`src/shared/stp_pkg.sv`:
```
// Purpose: constants and types shared by both ends of the powerdown link
// Assumes: one 20 MHz clock for both ends
// Notes:   times are kept in their own unit, cycle counts derive from them

package stp_pkg;

   // ----------------------------------------------------------------
   // clock and timing
   // ----------------------------------------------------------------
   localparam int CLK_PERIOD_NS   = 50;
   localparam int INACT_TIME_S    = 30;
   localparam int INACT_CYCLES    = INACT_TIME_S * (1000000000 / CLK_PERIOD_NS);
   localparam int INVALID_TIME_NS = 30000;
   localparam int INVALID_CYCLES  = (INVALID_TIME_NS + CLK_PERIOD_NS - 1) / CLK_PERIOD_NS;
   localparam int VALID_TIME_NS   = 1000;
   localparam int VALID_CYCLES    = (VALID_TIME_NS + CLK_PERIOD_NS - 1) / CLK_PERIOD_NS;
   localparam int WAKE_TIME_NS    = 100000;
   localparam int WAKE_CYCLES     = WAKE_TIME_NS / CLK_PERIOD_NS;
   localparam int INACT_W         = 30;
   localparam int DET_W           = 10;
   localparam int WAKE_W          = 11;

   // ----------------------------------------------------------------
   // device shape
   // ----------------------------------------------------------------
   localparam int   N_TX             = 3;
   localparam int   N_RX             = 5;
   localparam int   N_PINS           = N_TX + 2 * N_RX + 3;
   localparam logic RX_OFF_IN_MANUAL = 1'b1;

   // ----------------------------------------------------------------
   // host registers, byte addresses and fields
   // ----------------------------------------------------------------
   localparam logic [3:0]  REG_CTRL        = 4'h0;
   localparam logic [3:0]  REG_STATUS      = 4'h4;
   localparam logic [3:0]  REG_IRQ_STATUS  = 4'h8;
   localparam logic [3:0]  REG_IRQ_MASK    = 4'hc;
   localparam int          CTRL_SHDN_BIT   = 0;
   localparam int          CTRL_KEEP_BIT   = 1;
   localparam int          CTRL_SCHEME_LSB = 2;
   localparam logic        CTRL_SHDN_RESET = 1'b1;
   localparam logic        CTRL_KEEP_RESET = 1'b1;
   localparam int          ST_READY_BIT    = 0;
   localparam int          ST_PRESENT_BIT  = 1;
   localparam int          IRQ_W           = 4;
   localparam int          IRQ_READY_UP    = 0;
   localparam int          IRQ_READY_DOWN  = 1;
   localparam int          IRQ_LOST        = 2;
   localparam int          IRQ_BACK        = 3;
   localparam logic [3:0]  IRQ_MASK_RESET  = 4'h0;

   typedef enum logic [1:0] {
      SCHEME_DIRECT = 2'b00,
      SCHEME_TIED   = 2'b01,
      SCHEME_CABLE  = 2'b11,
      SCHEME_HYBRID = 2'b10
   } stp_scheme_type;

   typedef enum logic [1:0] {
      PWR_OFF  = 2'b00,
      PWR_WAKE = 2'b01,
      PWR_ON   = 2'b11
   } stp_power_type;

endpackage

```
`src/shared/stp_link_if.sv`:
```
// Purpose: control and flag lines between host logic and transceiver
// Assumes: every line is driven by exactly one end
// Notes:   no clocking block, both ends sample with their own flops

`timescale 1ns/10ps

interface stp_link_if;
   logic keep_awake_input;
   logic shutdown_request_n;
   logic signal_absent_n;
   logic ready;

   modport dev  (input keep_awake_input, input shutdown_request_n, output signal_absent_n, output ready);
   modport host (output keep_awake_input, output shutdown_request_n, input signal_absent_n, input ready);
endinterface

```
`src/hdl/stp_sync.sv`:
```
// Purpose: three-flop input synchroniser with change pulse
// Assumes: pin_in is asynchronous to clk
// Notes:   a change counts once the second and third flops agree

`timescale 1ns/10ps

module stp_sync
   import stp_pkg::*;
(
   input  wire logic clk,
   input  wire logic reset_n,
   input  wire logic pin_in,
   output logic      level,
   output logic      toggled
);

   typedef struct packed {
      logic s1;
      logic s2;
      logic s3;
      logic level;
      logic toggled;
   } stp_sync_state_type;

   stp_sync_state_type q;
   stp_sync_state_type d;

   always_comb
   begin
      d         = q;
      d.s1      = pin_in;
      d.s2      = q.s1;
      d.s3      = q.s2;
      d.toggled = 1'b0;
      if ((q.s2 == q.s3) && (q.s3 != q.level))
      begin
         d.level   = q.s3;
         d.toggled = 1'b1;
      end
   end

   always_ff @(posedge clk or negedge reset_n)
   begin
      if (!reset_n)
         q <= '0;
      else
         q <= d;
   end

   assign level   = q.level;
   assign toggled = q.toggled;

endmodule

```
`src/hdl/stp_device.sv`:
```
// Purpose: powerdown control of a multi-channel line transceiver
// Assumes: control lines, line inputs and rail flag are asynchronous
// Notes:   analog pump and receiver thresholds arrive as digital flags

`timescale 1ns/10ps

module stp_device
   import stp_pkg::*;
#(
   parameter int INACT_CYCLES_P = INACT_CYCLES
)
(
   input  wire logic            clk,
   input  wire logic            reset_n,
   stp_link_if.dev              link,
   input  wire logic [N_TX-1:0] tx_in,
   input  wire logic [N_RX-1:0] rx_in,
   input  wire logic [N_RX-1:0] rx_valid,
   input  wire logic            rail_ok,
   output logic                 pump_en,
   output logic                 tx_out_en,
   output logic                 rx_out_en,
   output logic                 powered
);

   // ----------------------------------------------------------------
   // input synchronisers
   // ----------------------------------------------------------------
   logic [N_PINS-1:0] pins;
   logic [N_PINS-1:0] pin_lvl;
   logic [N_PINS-1:0] pin_tgl;

   // shutdown goes through its flops inverted: their reset level then equals the idle high line,
   // so no false shutdown, and no receiver disable, follows reset
   assign pins = {rail_ok, link.keep_awake_input, ~link.shutdown_request_n, rx_valid, rx_in, tx_in};

   genvar gi;
   generate
      for (gi = 0; gi < N_PINS; gi++)
      begin : g_sync
         stp_sync u_sync
         (
            .clk     (clk),
            .reset_n (reset_n),
            .pin_in  (pins[gi]),
            .level   (pin_lvl[gi]),
            .toggled (pin_tgl[gi])
         );
      end
   endgenerate

   logic            activity;
   logic [N_RX-1:0] valid_lvl;
   logic            shdn_n_lvl;
   logic            keep_lvl;
   logic            keep_fell;
   logic            rail_lvl;

   // only line inputs count as activity; control lines do not
   assign activity   = |pin_tgl[N_TX+N_RX-1:0];
   assign valid_lvl  = pin_lvl[N_TX+2*N_RX-1:N_TX+N_RX];
   assign shdn_n_lvl = ~pin_lvl[N_TX+2*N_RX];
   assign keep_lvl   = pin_lvl[N_TX+2*N_RX+1];
   assign keep_fell  = pin_tgl[N_TX+2*N_RX+1] & ~keep_lvl;
   assign rail_lvl   = pin_lvl[N_TX+2*N_RX+2];

   // ----------------------------------------------------------------
   // state
   // ----------------------------------------------------------------
   typedef struct packed {
      stp_power_type      power;
      logic [INACT_W-1:0] idle_cnt;
      logic               expired;
      logic [WAKE_W-1:0]  wake_cnt;
      logic [DET_W-1:0]   det_cnt;
      logic               absent_n;
      logic               ready;
      logic               pump_en;
      logic               tx_en;
      logic               rx_en;
   } stp_dev_state_type;

   stp_dev_state_type q;
   stp_dev_state_type d;

   logic             power_req;
   logic             all_invalid;
   logic             pending;
   logic [DET_W-1:0] det_limit;

   always_comb
   begin
      d = q;

      // -------------------------------------------------------------
      // inactivity timer
      // -------------------------------------------------------------
      if (!shdn_n_lvl)
      begin
         // manual powerdown leaves the timer timed out
         d.idle_cnt = '0;
         d.expired  = 1'b1;
      end
      else if (keep_lvl || keep_fell || activity)
      begin
         // keep high pins the timer, its fall starts a full interval
         d.idle_cnt = '0;
         d.expired  = 1'b0;
         if (keep_fell)
            d.idle_cnt = '0;
      end
      else if (!q.expired)
      begin
         // counting runs only with keep low and shutdown high
         if (q.idle_cnt == INACT_W'(INACT_CYCLES_P - 1))
            d.expired = 1'b1;
         else
            d.idle_cnt = q.idle_cnt + INACT_W'(1);
      end

      // once expired, nothing but keep or an edge clears it
      power_req = shdn_n_lvl && (keep_lvl || !d.expired);

      // -------------------------------------------------------------
      // power sequencing
      // -------------------------------------------------------------
      case (q.power)
         PWR_OFF:
         begin
            d.wake_cnt = '0;
            if (power_req)
               d.power = PWR_WAKE;
         end
         PWR_WAKE:
         begin
            if (!power_req)
               d.power = PWR_OFF;
            else if (rail_lvl || (q.wake_cnt == WAKE_W'(WAKE_CYCLES - 1)))
               d.power = PWR_ON;
            else
               d.wake_cnt = q.wake_cnt + WAKE_W'(1);
         end
         PWR_ON:
         begin
            if (!power_req)
               d.power = PWR_OFF;
         end
         default:
            d.power = PWR_OFF;
      endcase

      d.pump_en = (d.power != PWR_OFF);
      d.tx_en   = (d.power == PWR_ON);
      d.ready   = (d.power == PWR_ON);
      d.rx_en   = !(RX_OFF_IN_MANUAL && !shdn_n_lvl);

      // -------------------------------------------------------------
      // signal-absent detector, independent of power state
      // -------------------------------------------------------------
      all_invalid = ~|valid_lvl;
      pending     = all_invalid ? q.absent_n : !q.absent_n;
      det_limit   = all_invalid ? DET_W'(INVALID_CYCLES) : DET_W'(VALID_CYCLES - 1);
      if (!pending)
         d.det_cnt = '0;
      else if (q.det_cnt == det_limit)
      begin
         // invalid must outlast the interval, valid needs it exactly
         d.absent_n = !all_invalid;
         d.det_cnt  = '0;
      end
      else
         d.det_cnt = q.det_cnt + DET_W'(1);
   end

   // ----------------------------------------------------------------
   // registers
   // ----------------------------------------------------------------
   always_ff @(posedge clk or negedge reset_n)
   begin
      if (!reset_n)
      begin
         q          <= '0;
         q.power    <= PWR_OFF;
         q.expired  <= 1'b1;
         q.absent_n <= 1'b0;
         q.rx_en    <= 1'b1;
      end
      else
         q <= d;
   end

   // ----------------------------------------------------------------
   // outputs
   // ----------------------------------------------------------------
   assign link.signal_absent_n = q.absent_n;
   assign link.ready           = q.ready;
   assign pump_en              = q.pump_en;
   assign tx_out_en            = q.tx_en;
   assign rx_out_en            = q.rx_en;
   assign powered              = q.pump_en;

endmodule

```
`src/flat_wrapper.sv`:
```
// flat-port wrapper written by rule: the top's interface ports become plain ports
module stp_device_flat import stp_pkg::*;
#(
   parameter int INACT_CYCLES_P = INACT_CYCLES
)
  (clk, reset_n, tx_in, rx_in, rx_valid, rail_ok, pump_en, tx_out_en, rx_out_en, powered, link_keep_awake_input, link_shutdown_request_n, link_signal_absent_n, link_ready);
  stp_link_if link_i ();
  input  wire logic clk;
  input  wire logic reset_n;
  input  wire logic [N_TX-1:0] tx_in;
  input  wire logic [N_RX-1:0] rx_in;
  input  wire logic [N_RX-1:0] rx_valid;
  input  wire logic rail_ok;
  output logic pump_en;
  output logic tx_out_en;
  output logic rx_out_en;
  output logic powered;
  input wire logic [$bits(link_i.keep_awake_input)-1:0] link_keep_awake_input;
  input wire logic [$bits(link_i.shutdown_request_n)-1:0] link_shutdown_request_n;
  output wire logic [$bits(link_i.signal_absent_n)-1:0] link_signal_absent_n;
  output wire logic [$bits(link_i.ready)-1:0] link_ready;
  assign link_i.keep_awake_input = link_keep_awake_input;
  assign link_i.shutdown_request_n = link_shutdown_request_n;
  assign link_signal_absent_n = link_i.signal_absent_n;
  assign link_ready = link_i.ready;
  stp_device #(.INACT_CYCLES_P(INACT_CYCLES_P)) u_core (.clk(clk), .reset_n(reset_n), .link(link_i), .tx_in(tx_in), .rx_in(rx_in), .rx_valid(rx_valid), .rail_ok(rail_ok), .pump_en(pump_en), .tx_out_en(tx_out_en), .rx_out_en(rx_out_en), .powered(powered));
endmodule
```
`config.mk`:
```
export PLATFORM = sky130hd
export DESIGN_NAME = stp_device_flat
export DESIGN_NICKNAME = d
export VERILOG_FILES = /design/src/shared/stp_pkg.sv /design/src/shared/stp_link_if.sv /design/src/hdl/stp_sync.sv /design/src/hdl/stp_device.sv /design/src/flat_wrapper.sv
export SDC_FILE = /design/constraint.sdc
export NUM_CORES = 1
export LEC_CHECK = 0
export BUFFER_PORTS_ARGS = -buffer_cell sky130_fd_sc_hd__buf_2
export CAP_MARGIN = 20
export CORE_MARGIN = 3
export CORE_UTILIZATION = 50
export CTS_CLUSTER_SIZE = 28
export DETAILED_ROUTE_END_ITERATION = 8
export PLACE_DENSITY = 0.73
export RECOVER_POWER = 50
export SLEW_MARGIN = 20
export SYNTH_ARGS = -nofsm -noshare
export SYNTH_HDL_FRONTEND = slang
export SYNTH_SLANG_ARGS = --single-unit
```
`constraint.sdc`:
```
create_clock -name clk -period 2.3 [get_ports clk]
set_input_delay 0.23 -clock clk [delete_from_list [all_inputs] [get_ports clk]]
set_output_delay 0.23 -clock clk [all_outputs]
set_load 0.02 [all_outputs]
```
==> flow_metrics.env, run 1 <==
export IMPL_gr_usage_all_layers_pct=19.2
export IMPL_multi_input_area_um2=1990
export IMPL_async_flop_share_pct=100
export IMPL_placed_area_um2=5750
export IMPL_syn_num_nets=502
export IMPL_synth_top_family_by_area="simple AND/OR/NAND/NOR gates"
export IMPL_ir_worst_vdd_mv=0.721
export IMPL_synth_cells=481
export IMPL_fmax_mhz=458
export IMPL_mostFrequentLayoutCells="125 x dfrtp_1, 44 x nand2_1, 40 x a21oi_1, 37 x nor2_1, 25 x or4_1"
export IMPL_grt_max_degree=49
export IMPL_drc_errors=0
export IMPL_synth_compound_area_share_pct=10.6
export IMPL_hpwl_mm=6.39
export IMPL_timing_final_crit_share_pct=95.0
export IMPL_power_frac_seq_pct=46.5
export IMPL_dr_first_iter_drc_count=192
export IMPL_setup_tns_ps=0
export IMPL_cts_buffer_depth=2
export IMPL_final_area_um2=6480
export IMPL_setup_viol=0
export IMPL_final_nets=561
export IMPL_htreeDepth=4
export IMPL_portBuffers=23
export IMPL_grt_pass1_wl_mm=17.9
export IMPL_synth_top_area_share_pct=60.0
export IMPL_run_status="completed"
export IMPL_die_area_um2=12000
export IMPL_synth_seq_cells=131
export IMPL_path_buf_inv=0
export IMPL_antenna_found_initial=0
export IMPL_maxSlewViolCount=0
export IMPL_synth_avg_cell_area_um2=11.2
export IMPL_cp_max_fo=5
export IMPL_max_stage_delay_ps=570
export IMPL_fillerInstances=800
export IMPL_place_congestion=0.844
export IMPL_synthToLayoutAreaGrowth_pct=20.5
export IMPL_cts_root_buf="clkbuf_8"
export IMPL_ys_flop_type="dfrtp_1"
export IMPL_syn_cell_area_um2=5380
export IMPL_synth_largest_area_cell="dfrtp_1"
export IMPL_net_switching_power_w=0.00138
export IMPL_grt_setup_unrepaired="false"
export IMPL_clkLatencyLatePin_ps=520
export IMPL_fin_worst_skew_ps=8.40
export IMPL_synth_edf_count=0
export IMPL_grt_overflow=0
export IMPL_chipWidth_um=110
export IMPL_p_int_w=0.00418
export IMPL_dr_pass1_iters=5
export IMPL_pwr_share_comb_pct=8.3
export IMPL_hold_ws_ps=343
export IMPL_antenna_cells=0
export IMPL_grt_pass1_vias=3955
export IMPL_cp_slowest_cell="or4_4"
export IMPL_seqCellArea_um2=3290
export IMPL_synth_simple_area_share_pct=20.4
export IMPL_ant_nets=0
export IMPL_seq_area_frac_synth_pct=61.0
export IMPL_layout_commonest_cell="dfrtp_1"
export IMPL_power_density_nw_per_um2=858
export IMPL_worst_pin_slew_ps=1140
export IMPL_cts_tree="done"
export IMPL_drive_gt1_share_pct=16.1
export IMPL_pin_count=24
export IMPL_synthAdderAreaFrac_pct=3.49
export IMPL_yosysUniqueCellTypes=47
export IMPL_cp_arrival_ps=2630
export IMPL_clkTransAtPathRegs_ps=60
export IMPL_crit_top_cell="or4_1"
export IMPL_cap_violations=0
export IMPL_p_leak_nw=2.67
export IMPL_synthMuxAreaShare_pct=0.931
export IMPL_worstPathRequired_ps=2750
export IMPL_slew_headroom_pct=24.2
export IMPL_path_class="register to register"
export IMPL_timing_hold_violations_final=0
export IMPL_viasPerCell=5.69
export IMPL_coreArea_um2=10400
export IMPL_clkSinkCount=131
export IMPL_ys_warn_count=0
export IMPL_switching_share_pct=24.8
export IMPL_vias=3923
export IMPL_cts_made_buffers=17
export IMPL_die_y_um=110
export IMPL_crit_chain="nand4_4 > or4_4 > or4_1 > or4_1 > a21oi_1"
export IMPL_start_util_pct=51.8
export IMPL_endpoint_kind="register"
export IMPL_synth_xor_area_share_pct=1.47
export IMPL_cpLargestDelayFamily="simple AND/OR/NAND/NOR gates"
export IMPL_drt_total_wl_mm=10.0
export IMPL_hp_class="input port to register"
export IMPL_drt_wirelength_per_cell_um=14.6
export IMPL_min_period_ps=2180
export IMPL_synth_area_leaders="dfrtp_1 60%, a21oi_1 3.7%, or4_1 3.5%"
export IMPL_p_clk_share_pct=45.2
export IMPL_num_rows=37
export IMPL_crit_path_start_kind="register"
==> path summary, 6_finish.rpt <==
kind / startpoint / to / slack, ps / cells past startpoint
setup / recovery: u_core.q[33] / u_core.q[55] / 120 / 5
hold / removal: rx_in[1] / u_core.g_sync[4].u_sync.d[3] / 340 / 2
setup reg to reg: u_core.q[33] / u_core.q[55] / 120 / 5
hold reg to reg: u_core.g_sync[14].u_sync.d[3] / u_core.g_sync[14].u_sync.d[2] / 350 / 0
max in group asynchronous: reset_n / u_core.g_sync[0].u_sync.q[2] / 540 / 3
min in group asynchronous: reset_n / u_core.powered / 460 / 2
==> cells in the mapped netlist, drive strengths merged (2+ instances only) <==
cell type and number:
mux2i 5, nor3 5, a211oi 3, and4 6, xnor2 5, o31ai 22
o21ai 23, or2 3, ha 3, nand2 44, or3 12, dfrtp 129
maj3 15, and3 8, or4 26, nand2b 4, xor2 4, nand4 15
a21oi 40, clkbuf 11, nor4 6, inv 7, buf 8, or4b 2
nor2 37, o21bai 2, dfstp 2, and2 3, nor4b 2, nand3b 2
o41ai 2, nand3 20
==> registers in the layout (all words and copies together), names as in the netlist <==
name,count
u_core.q,54
u_core.rx_out_en,1
u_core.g_sync.u_sync.level,16
u_core.link.signal_absent_n,1
u_core.g_sync.u_sync.toggled,9
u_core.link.ready,1
u_core.g_sync.u_sync.q,16
u_core.powered,1
u_core.g_sync.u_sync.d,32
==> final cells by class <==
type | count | area share (%)
sequential | 131 | 50.7
multi-input combinational | 324 | 30.7
clock buffer | 22 | 7.14
timing repair buffer | 59 | 6.85
tap | 136 | 2.63
clock inverter | 10 | 1.54
inverter | 7 | 0.405
==> timing repair <==
item | 4_1_cts | 5_1_grt
endpoints found under the setup margin | 0 | 17
buffers inserted | 0 | 1
gates resized for setup | 0 | 5
endpoints found under the hold margin | 56 | 0
hold buffers | 17 | 0
==> cells by family (layout without fill, tap and decap cells) <==
| kind of cell | count (synthesis) | in the layout |
|---|---|---|
| AOI/OAI and AO/OA | 95 | 95 |
| xor gates and xnor gates | 9 | 9 |
| adders and majority gates | 18 | 18 |
| buffers and inverters | 26 | 98 |
| DFF | 131 | 131 |
| muxes | 5 | 5 |
| and+or+nand+nor | 197 | 197 |
==> through the flow <==
stage | setup WS, ps | cells | total power (W) | utilization [%]
2_1_floorplan | 145 | 481 | 0.00288 | -
3_3_place_gp | 129 | 639 | 0.00304 | 55.4
3_5_place_dp | 40.2 | 639 | 0.00307 | 55.4
4_1_cts | 31.3 | 688 | 0.00563 | 62.5
5_1_grt | 0.913 | 689 | 0.00582 | 62.5
6_report | 115 | 689 | 0.00556 | 62.5
==> routing by layer <==
metal / wire length [um] / global-route usage, % / vias to the layer above
met5: 0 / 0 / -
met4: 205 / 9.44 / 0
met1: 4550 / 24.6 / 1929
met2: 4880 / 30.2 / 82
met3: 409 / 5.40 / 19
li1: - / - / 1893
==> power groups by stage <==
| stage | clock network [W] | logic (W) | registers [W] |
|---|---|---|---|
| after floorplan | 0 | 0.000272 | 0.00261 |
| after global placement | 0 | 0.000427 | 0.00262 |
| final | 0.00251 | 0.000460 | 0.00259 |
| after global routing | 0.00267 | 0.000530 | 0.00261 |
| after detailed placement | 0 | 0.000441 | 0.00262 |
| after CTS | 0.00258 | 0.000466 | 0.00259 |
(Power assumes the default switching activity.)
==> run 2: changes to the inputs <==
--- a/config.mk
+++ b/config.mk
@@ -5,6 +5,7 @@
 export SDC_FILE = /design/constraint.sdc
 export NUM_CORES = 1
 export LEC_CHECK = 0
+export ABC_AREA = 1
 export BUFFER_PORTS_ARGS = -buffer_cell sky130_fd_sc_hd__buf_2
 export CAP_MARGIN = 20
 export CORE_MARGIN = 3
==> run 2 against run 1 <==
  * First-iteration DRC count increased by 49%
  * Combinational power up 10%
  * Clock-buffer cell count shrank 3
  * Critical path type unchanged
  * Largest power group is now the clock network
  * Highest routed layer unchanged
==> flow_metrics.env, run 2 <==
export IMPL_chipWidth_um=112
export IMPL_clkSinkCount=131
export IMPL_vias=4138
export IMPL_cts_tree="done"
export IMPL_synth_most_common_cell="dfrtp_1"
export IMPL_hp_class="input port to register"
export IMPL_cts_buffer_depth=2
export IMPL_path_class="register to register"
export IMPL_drt_total_wl_mm=11.0
export IMPL_min_period_ps=2030
export IMPL_final_nets=672
export IMPL_largest_reg_flops=54
export IMPL_ant_nets=0
export IMPL_post_cts_resized=0
export IMPL_fin_worst_skew_ps=9.44
export IMPL_portBuffers=23
export IMPL_crit_path_start_kind="register"
export IMPL_cap_violations=0
export IMPL_fillerInstances=823
export IMPL_viasPerCell=5.17
export IMPL_grt_setup_unrepaired="false"
export IMPL_timing_final_crit_share_pct=88.2
export IMPL_synth_seq_cells=131
export IMPL_hold_buffers=17
export IMPL_cts_root_buf="clkbuf_8"
export IMPL_cp_slowest_cell="dfrtp_1"
export IMPL_multi_input_area_um2=2000
export IMPL_hpwl_mm=7.00
export IMPL_cp_max_fo=6
export IMPL_max_stage_delay_ps=400
export IMPL_synth_cells=592
export IMPL_synthToLayoutAreaGrowth_pct=19.1
export IMPL_clkLatencyLatePin_ps=520
export IMPL_async_flop_share_pct=100
export IMPL_place_congestion=0.905
export IMPL_dp_cells=751
export IMPL_synth_largest_area_cell="dfrtp_1"
export IMPL_final_area_um2=6650
export IMPL_die_y_um=112
export IMPL_cts_made_buffers=17
export IMPL_grt_pass1_vias=4164
export IMPL_dr_pass1_iters=5
export IMPL_startpoint="u_core.q[27]"
export IMPL_top_register="u_core.q"
export IMPL_cpLargestDelayFamily="simple AND/OR/NAND/NOR gates"
export IMPL_r2r_end="u_core.q[47]"
export IMPL_drt_wirelength_per_cell_um=13.7
export IMPL_dr_first_iter_drc_count=287
export IMPL_drive_gt1_share_pct=15.1
export IMPL_p_leak_nw=3.07
export IMPL_syn_cell_area_um2=5580
export IMPL_antenna_cells=0
export IMPL_setup_tns_ps=0
export IMPL_seq_area_frac_synth_pct=58.7
export IMPL_coreArea_um2=10600
export IMPL_maxSlewViolCount=0
export IMPL_num_rows=37
export IMPL_endpoint_kind="register"
export IMPL_synth_edf_count=0
export IMPL_fmax_mhz=493
export IMPL_antenna_found_initial=0
export IMPL_worstPathRequired_ps=2740
export IMPL_stdcell_count=800
export IMPL_path_buf_inv=1
export IMPL_ir_worst_vdd_mv=0.737
export IMPL_synth_area_leaders="dfrtp_1 58%, nand2_1 8.3%, nor2_1 4.8%"
export IMPL_r2r_worst_path_cells=11
export IMPL_layout_commonest_cell="dfrtp_1"
export IMPL_r2r_start="u_core.q[27]"
export IMPL_setup_worst_path_end="u_core.q[47]"
export IMPL_cp_arrival_ps=2460
export IMPL_synth_top_area_share_pct=57.8
export IMPL_yosysUniqueCellTypes=39
export IMPL_clkTransAtPathRegs_ps=60
export IMPL_grt_overflow=0
export IMPL_gr_usage_all_layers_pct=18.7
export IMPL_timing_hold_violations_final=0
export IMPL_drc_errors=0
export IMPL_setup_viol=0
export IMPL_ys_warn_count=0
export IMPL_worst_pin_slew_ps=1090
export IMPL_crit_chain="ha_1 > nand2_2 > nor2_4 > nand2_4 > nor2_4 > nand2_2 > nand2_4 > nand2_4 > nor2_2 > inv_1 > o22ai_1"
export IMPL_power_density_nw_per_um2=866
export IMPL_reg2reg_slack_ps=270
export IMPL_worst_path_stages=11
export IMPL_start_util_pct=52.7
export IMPL_post_cts_buffers=0
export IMPL_mostFrequentLayoutCells="129 x dfrtp_1, 124 x nand2_1, 71 x nor2_1, 66 x inv_1, 41 x nand3_1"
export IMPL_htreeDepth=4
export IMPL_syn_num_nets=613
export IMPL_crit_top_cell="nand2_4"
export IMPL_slew_headroom_pct=27.5
export IMPL_ys_flop_type="dfrtp_1"
export IMPL_finish_utilization_pct=62.7
export IMPL_run_status="completed"
export IMPL_placed_area_um2=5890
export IMPL_synth_avg_cell_area_um2=9.43
export IMPL_synthTopCellsByCount="129 x dfrtp_1, 124 x nand2_1, 71 x nor2_1"
export IMPL_die_area_um2=12500
export IMPL_pin_count=24
export IMPL_grt_max_degree=47
export IMPL_hold_ws_ps=343
export IMPL_seqCellArea_um2=3280
export IMPL_grt_pass1_wl_mm=18.9
[run 2: changes by cell type in the layout (fill, tap and decap cells not counted), sizes merged, moves of 7 or more]
cell / delta
nand2: +90
inv: +65
nor2: +44
nand3: +26
or4: -26
o31ai: -21
a21oi: -18
o21ai: +13
buf: -12
or3: -12
nor3: +11
and3: -8
maj3: -8
xor2: +7
[run 2: routing by layer]
metal	up-vias	track usage, %	wire length (um)
met5	-	0	0
met4	0	7.87	182
met3	24	5.22	526
met2	112	30.5	5470
met1	1959	23.5	4780
li1	2043	-	-
[run 2: cell type report]
type,instances,share of cell area [%]
Sequential cell,131,49.3
Multi-Input combinational cell,386,30.0
Clock buffer,19,6.64
Timing Repair Buffer,46,5.34
Inverter,69,3.89
Tap cell,136,2.56
Clock inverter,13,2.22
[run 2: how the worst min path moves through the flow]
stage | start | end | slack (ps) | depth (start not counted)
floorplan | reset_n | u_core.g_sync[0].u_sync.d[2] | -70 | 0
global placement | reset_n | u_core.q[56] | 260 | 1
detailed placement | reset_n | u_core.q[56] | 260 | 1
CTS | reset_n | u_core.g_sync[6].u_sync.d[3] | 270 | 2
global route | rx_in[4] | u_core.g_sync[7].u_sync.d[3] | 330 | 2
finish | rx_in[2] | u_core.g_sync[5].u_sync.d[3] | 340 | 2
[run 2: metrics by stage]
stage / setup slack (ps) / total power, W
2_1_floorplan: 586 / 0.00295
3_3_place_gp: 366 / 0.00309
3_5_place_dp: 270 / 0.00312
4_1_cts: 276 / 0.00582
5_1_grt: 104 / 0.00600
6_report: 272 / 0.00576
[run 2: cells by family after synthesis]
family	Yosys count	share of synthesized area, %
AND/OR/NAND/NOR	295	25.0
flip-flops	131	58.7
buffers and inverters	75	5.51
AO/OA/AOI/OAI	69	6.92
XOR/XNOR	12	1.88
adder cells (fa/ha/maj)	10	1.93
[run 2: where the power goes]
group          switching [W]  leakage [nW]  internal (W)
combinational       0.000328          1.12      0.000178
sequential          0.000117          1.66       0.00248
clock                0.00104         0.295       0.00162
==> run 3: changes to the inputs <==
--- a/config.mk
+++ b/config.mk
@@ -6,12 +6,13 @@
 export NUM_CORES = 1
 export LEC_CHECK = 0
 export ABC_AREA = 1
-export BUFFER_PORTS_ARGS = -buffer_cell sky130_fd_sc_hd__buf_2
+export BUFFER_PORTS_ARGS = -buffer_cell sky130_fd_sc_hd__clkbuf_2
 export CAP_MARGIN = 20
 export CORE_MARGIN = 3
 export CORE_UTILIZATION = 50
 export CTS_CLUSTER_SIZE = 28
 export DETAILED_ROUTE_END_ITERATION = 8
+export GPL_ROUTABILITY_DRIVEN = 1
 export PLACE_DENSITY = 0.73
 export RECOVER_POWER = 50
 export SLEW_MARGIN = 20
==> run 3 against run 2 <==
  * Sequential power is essentially flat
  * Clock skew is essentially flat
  * Design area shrank 0.19%
  * Sequential cell count is the same
==> flow_metrics.env, run 3 (synthesis gave the netlist of run 2 again) <==
export IMPL_crit_chain="ha_1 > nand2_2 > nor2_4 > nand2_4 > nor3_4 > nand2_1 > nor2_1 > nand3_1 > o21ai_0 > nor2_1"
export IMPL_fin_worst_skew_ps=9.24
export IMPL_drt_total_wl_mm=10.9
export IMPL_coreArea_um2=10600
export IMPL_mostFrequentLayoutCells="129 x dfrtp_1, 124 x nand2_1, 71 x nor2_1, 66 x inv_1, 41 x nand3_1"
export IMPL_antenna_cells=0
export IMPL_drt_wirelength_per_cell_um=13.6
export IMPL_dr_pass1_iters=4
export IMPL_start_util_pct=52.7
export IMPL_hp_class="register to register"
export IMPL_startpoint="u_core.q[27]"
export IMPL_cap_violations=0
export IMPL_drc_errors=0
export IMPL_num_rows=37
export IMPL_viasPerCell=5.22
export IMPL_r2r_end="u_core.q[45]"
export IMPL_met3_usage_pct=5.38
export IMPL_die_area_um2=12500
export IMPL_cpLargestDelayFamily="simple AND/OR/NAND/NOR gates"
export IMPL_worst_pin_slew_ps=1120
export IMPL_pin_count=24
export IMPL_clkTransAtPathRegs_ps=60
export IMPL_finish_utilization_pct=62.6
export IMPL_p_leak_nw=3.06
export IMPL_grtUsageMet2_pct=32.1
export IMPL_gr_max_usage_layer="met2"
export IMPL_ant_nets=0
export IMPL_worstPathRequired_ps=2700
export IMPL_reg2reg_slack_ps=310
export IMPL_top_register="u_core.q"
export IMPL_final_nets=673
export IMPL_grt_overflow=0
export IMPL_setup_worst_path_end="u_core.q[45]"
export IMPL_clkSinkCount=131
export IMPL_slew_headroom_pct=25.4
export IMPL_cts_tree="done"
export IMPL_cp_max_fo=5
export IMPL_power_density_nw_per_um2=851
export IMPL_setup_viol=0
export IMPL_timing_final_crit_share_pct=86.5
export IMPL_clkLatencyLatePin_ps=520
export IMPL_setup_tns_ps=0
export IMPL_crit_top_cell="nor2_1"
export IMPL_r2r_worst_path_cells=10
export IMPL_drive_gt1_share_pct=15.2
export IMPL_placed_area_um2=5900
export IMPL_post_cts_resized=0
export IMPL_hold_ws_ps=348
export IMPL_worst_path_stages=10
export IMPL_portBuffers=23
export IMPL_cts_root_buf="clkbuf_8"
export IMPL_die_y_um=112
export IMPL_cp_arrival_ps=2390
export IMPL_path_buf_inv=0
export IMPL_endpoint_kind="register"
export IMPL_place_congestion=0.918
export IMPL_grt_setup_unrepaired="false"
export IMPL_grtUsageMet1_pct=24.1
export IMPL_cts_buffer_depth=2
export IMPL_htreeDepth=4
export IMPL_dr_first_iter_drc_count=280
export IMPL_grt_pass1_wl_mm=19.7
export IMPL_ir_worst_vdd_mv=0.713
export IMPL_cts_made_buffers=17
export IMPL_largest_reg_flops=54
export IMPL_path_class="register to register"
export IMPL_run_status="completed"
export IMPL_fmax_mhz=503
export IMPL_timing_hold_violations_final=0
export IMPL_chipWidth_um=112
export IMPL_final_area_um2=6640
export IMPL_min_period_ps=1990
export IMPL_gr_usage_all_layers_pct=19.4
export IMPL_fillerInstances=847
export IMPL_antenna_found_initial=0
export IMPL_grt_max_degree=48
export IMPL_cp_slowest_cell="dfrtp_1"
export IMPL_grt_pass1_vias=4372
export IMPL_synthToLayoutAreaGrowth_pct=18.9
export IMPL_crit_path_start_kind="register"
export IMPL_multi_input_area_um2=2000
export IMPL_maxSlewViolCount=0
export IMPL_max_stage_delay_ps=390
export IMPL_vias=4184
export IMPL_seqCellArea_um2=3280
export IMPL_hpwl_mm=7.38
export IMPL_r2r_start="u_core.q[27]"
export IMPL_layout_commonest_cell="dfrtp_1"
run 3: worst register-to-register path, delay by kind of cell, from the launching register on:
family | cells | cell delay, ps
AOI/OAI and AO/OA | 1 | 210
adders and majority gates | 1 | 200
DFF | 1 | 390
and+or+nand+nor | 8 | 1080
run 3: area by class of cell:
type	instances	area share, %
multi-input cells	386	30.1
repair buffers	47	5.47
well taps	136	2.56
clock buffers	18	6.45
flip-flops and latches	131	49.4
clock inverters	14	2.13
inverters	69	3.90
run 3: stage by stage:
stage,setup WS [ps],total power [W],cells
floorplan,586,0.00295,592
global placement,489,0.00310,752
detailed placement,339,0.00313,752
CTS,312,0.00571,801
global route,137,0.00593,801
finish,310,0.00565,801
run 3: routing by layer:
metal | share of wire (%) | vias to the layer above
met5 | 0 | -
met4 | 2.1 | 0
met3 | 5.0 | 20
met2 | 50 | 104
met1 | 43 | 2020
li1 | - | 2040
run 3: worst min path at each step:
stage,start,to,slack (ps),depth (start not counted)
after CTS,reset_n,u_core.q[56],260,2
after floorplan,reset_n,u_core.g_sync[0].u_sync.d[2],-70,0
after global placement,reset_n,u_core.q[56],270,1
after global routing,tx_in[2],u_core.g_sync[2].u_sync.d[3],340,2
final,u_core.g_sync[10].u_sync.d[3],u_core.g_sync[10].u_sync.d[2],350,0
after detailed placement,reset_n,u_core.q[56],270,1
run 3: where the power goes:
| part | switching (W) | leakage (nW) | internal (W) | total, W |
|---|---|---|---|---|
| Sequential | 0.000120 | 1.66 | 0.00248 | 0.00260 |
| Combinational | 0.000332 | 1.13 | 0.000179 | 0.000511 |
| Clock | 0.00104 | 0.273 | 0.00149 | 0.00254 |
run 3: repair_timing:
action	in CTS	in global routing
endpoints found under the hold margin	58	0
setup buffers	0	0
hold buffers	17	0
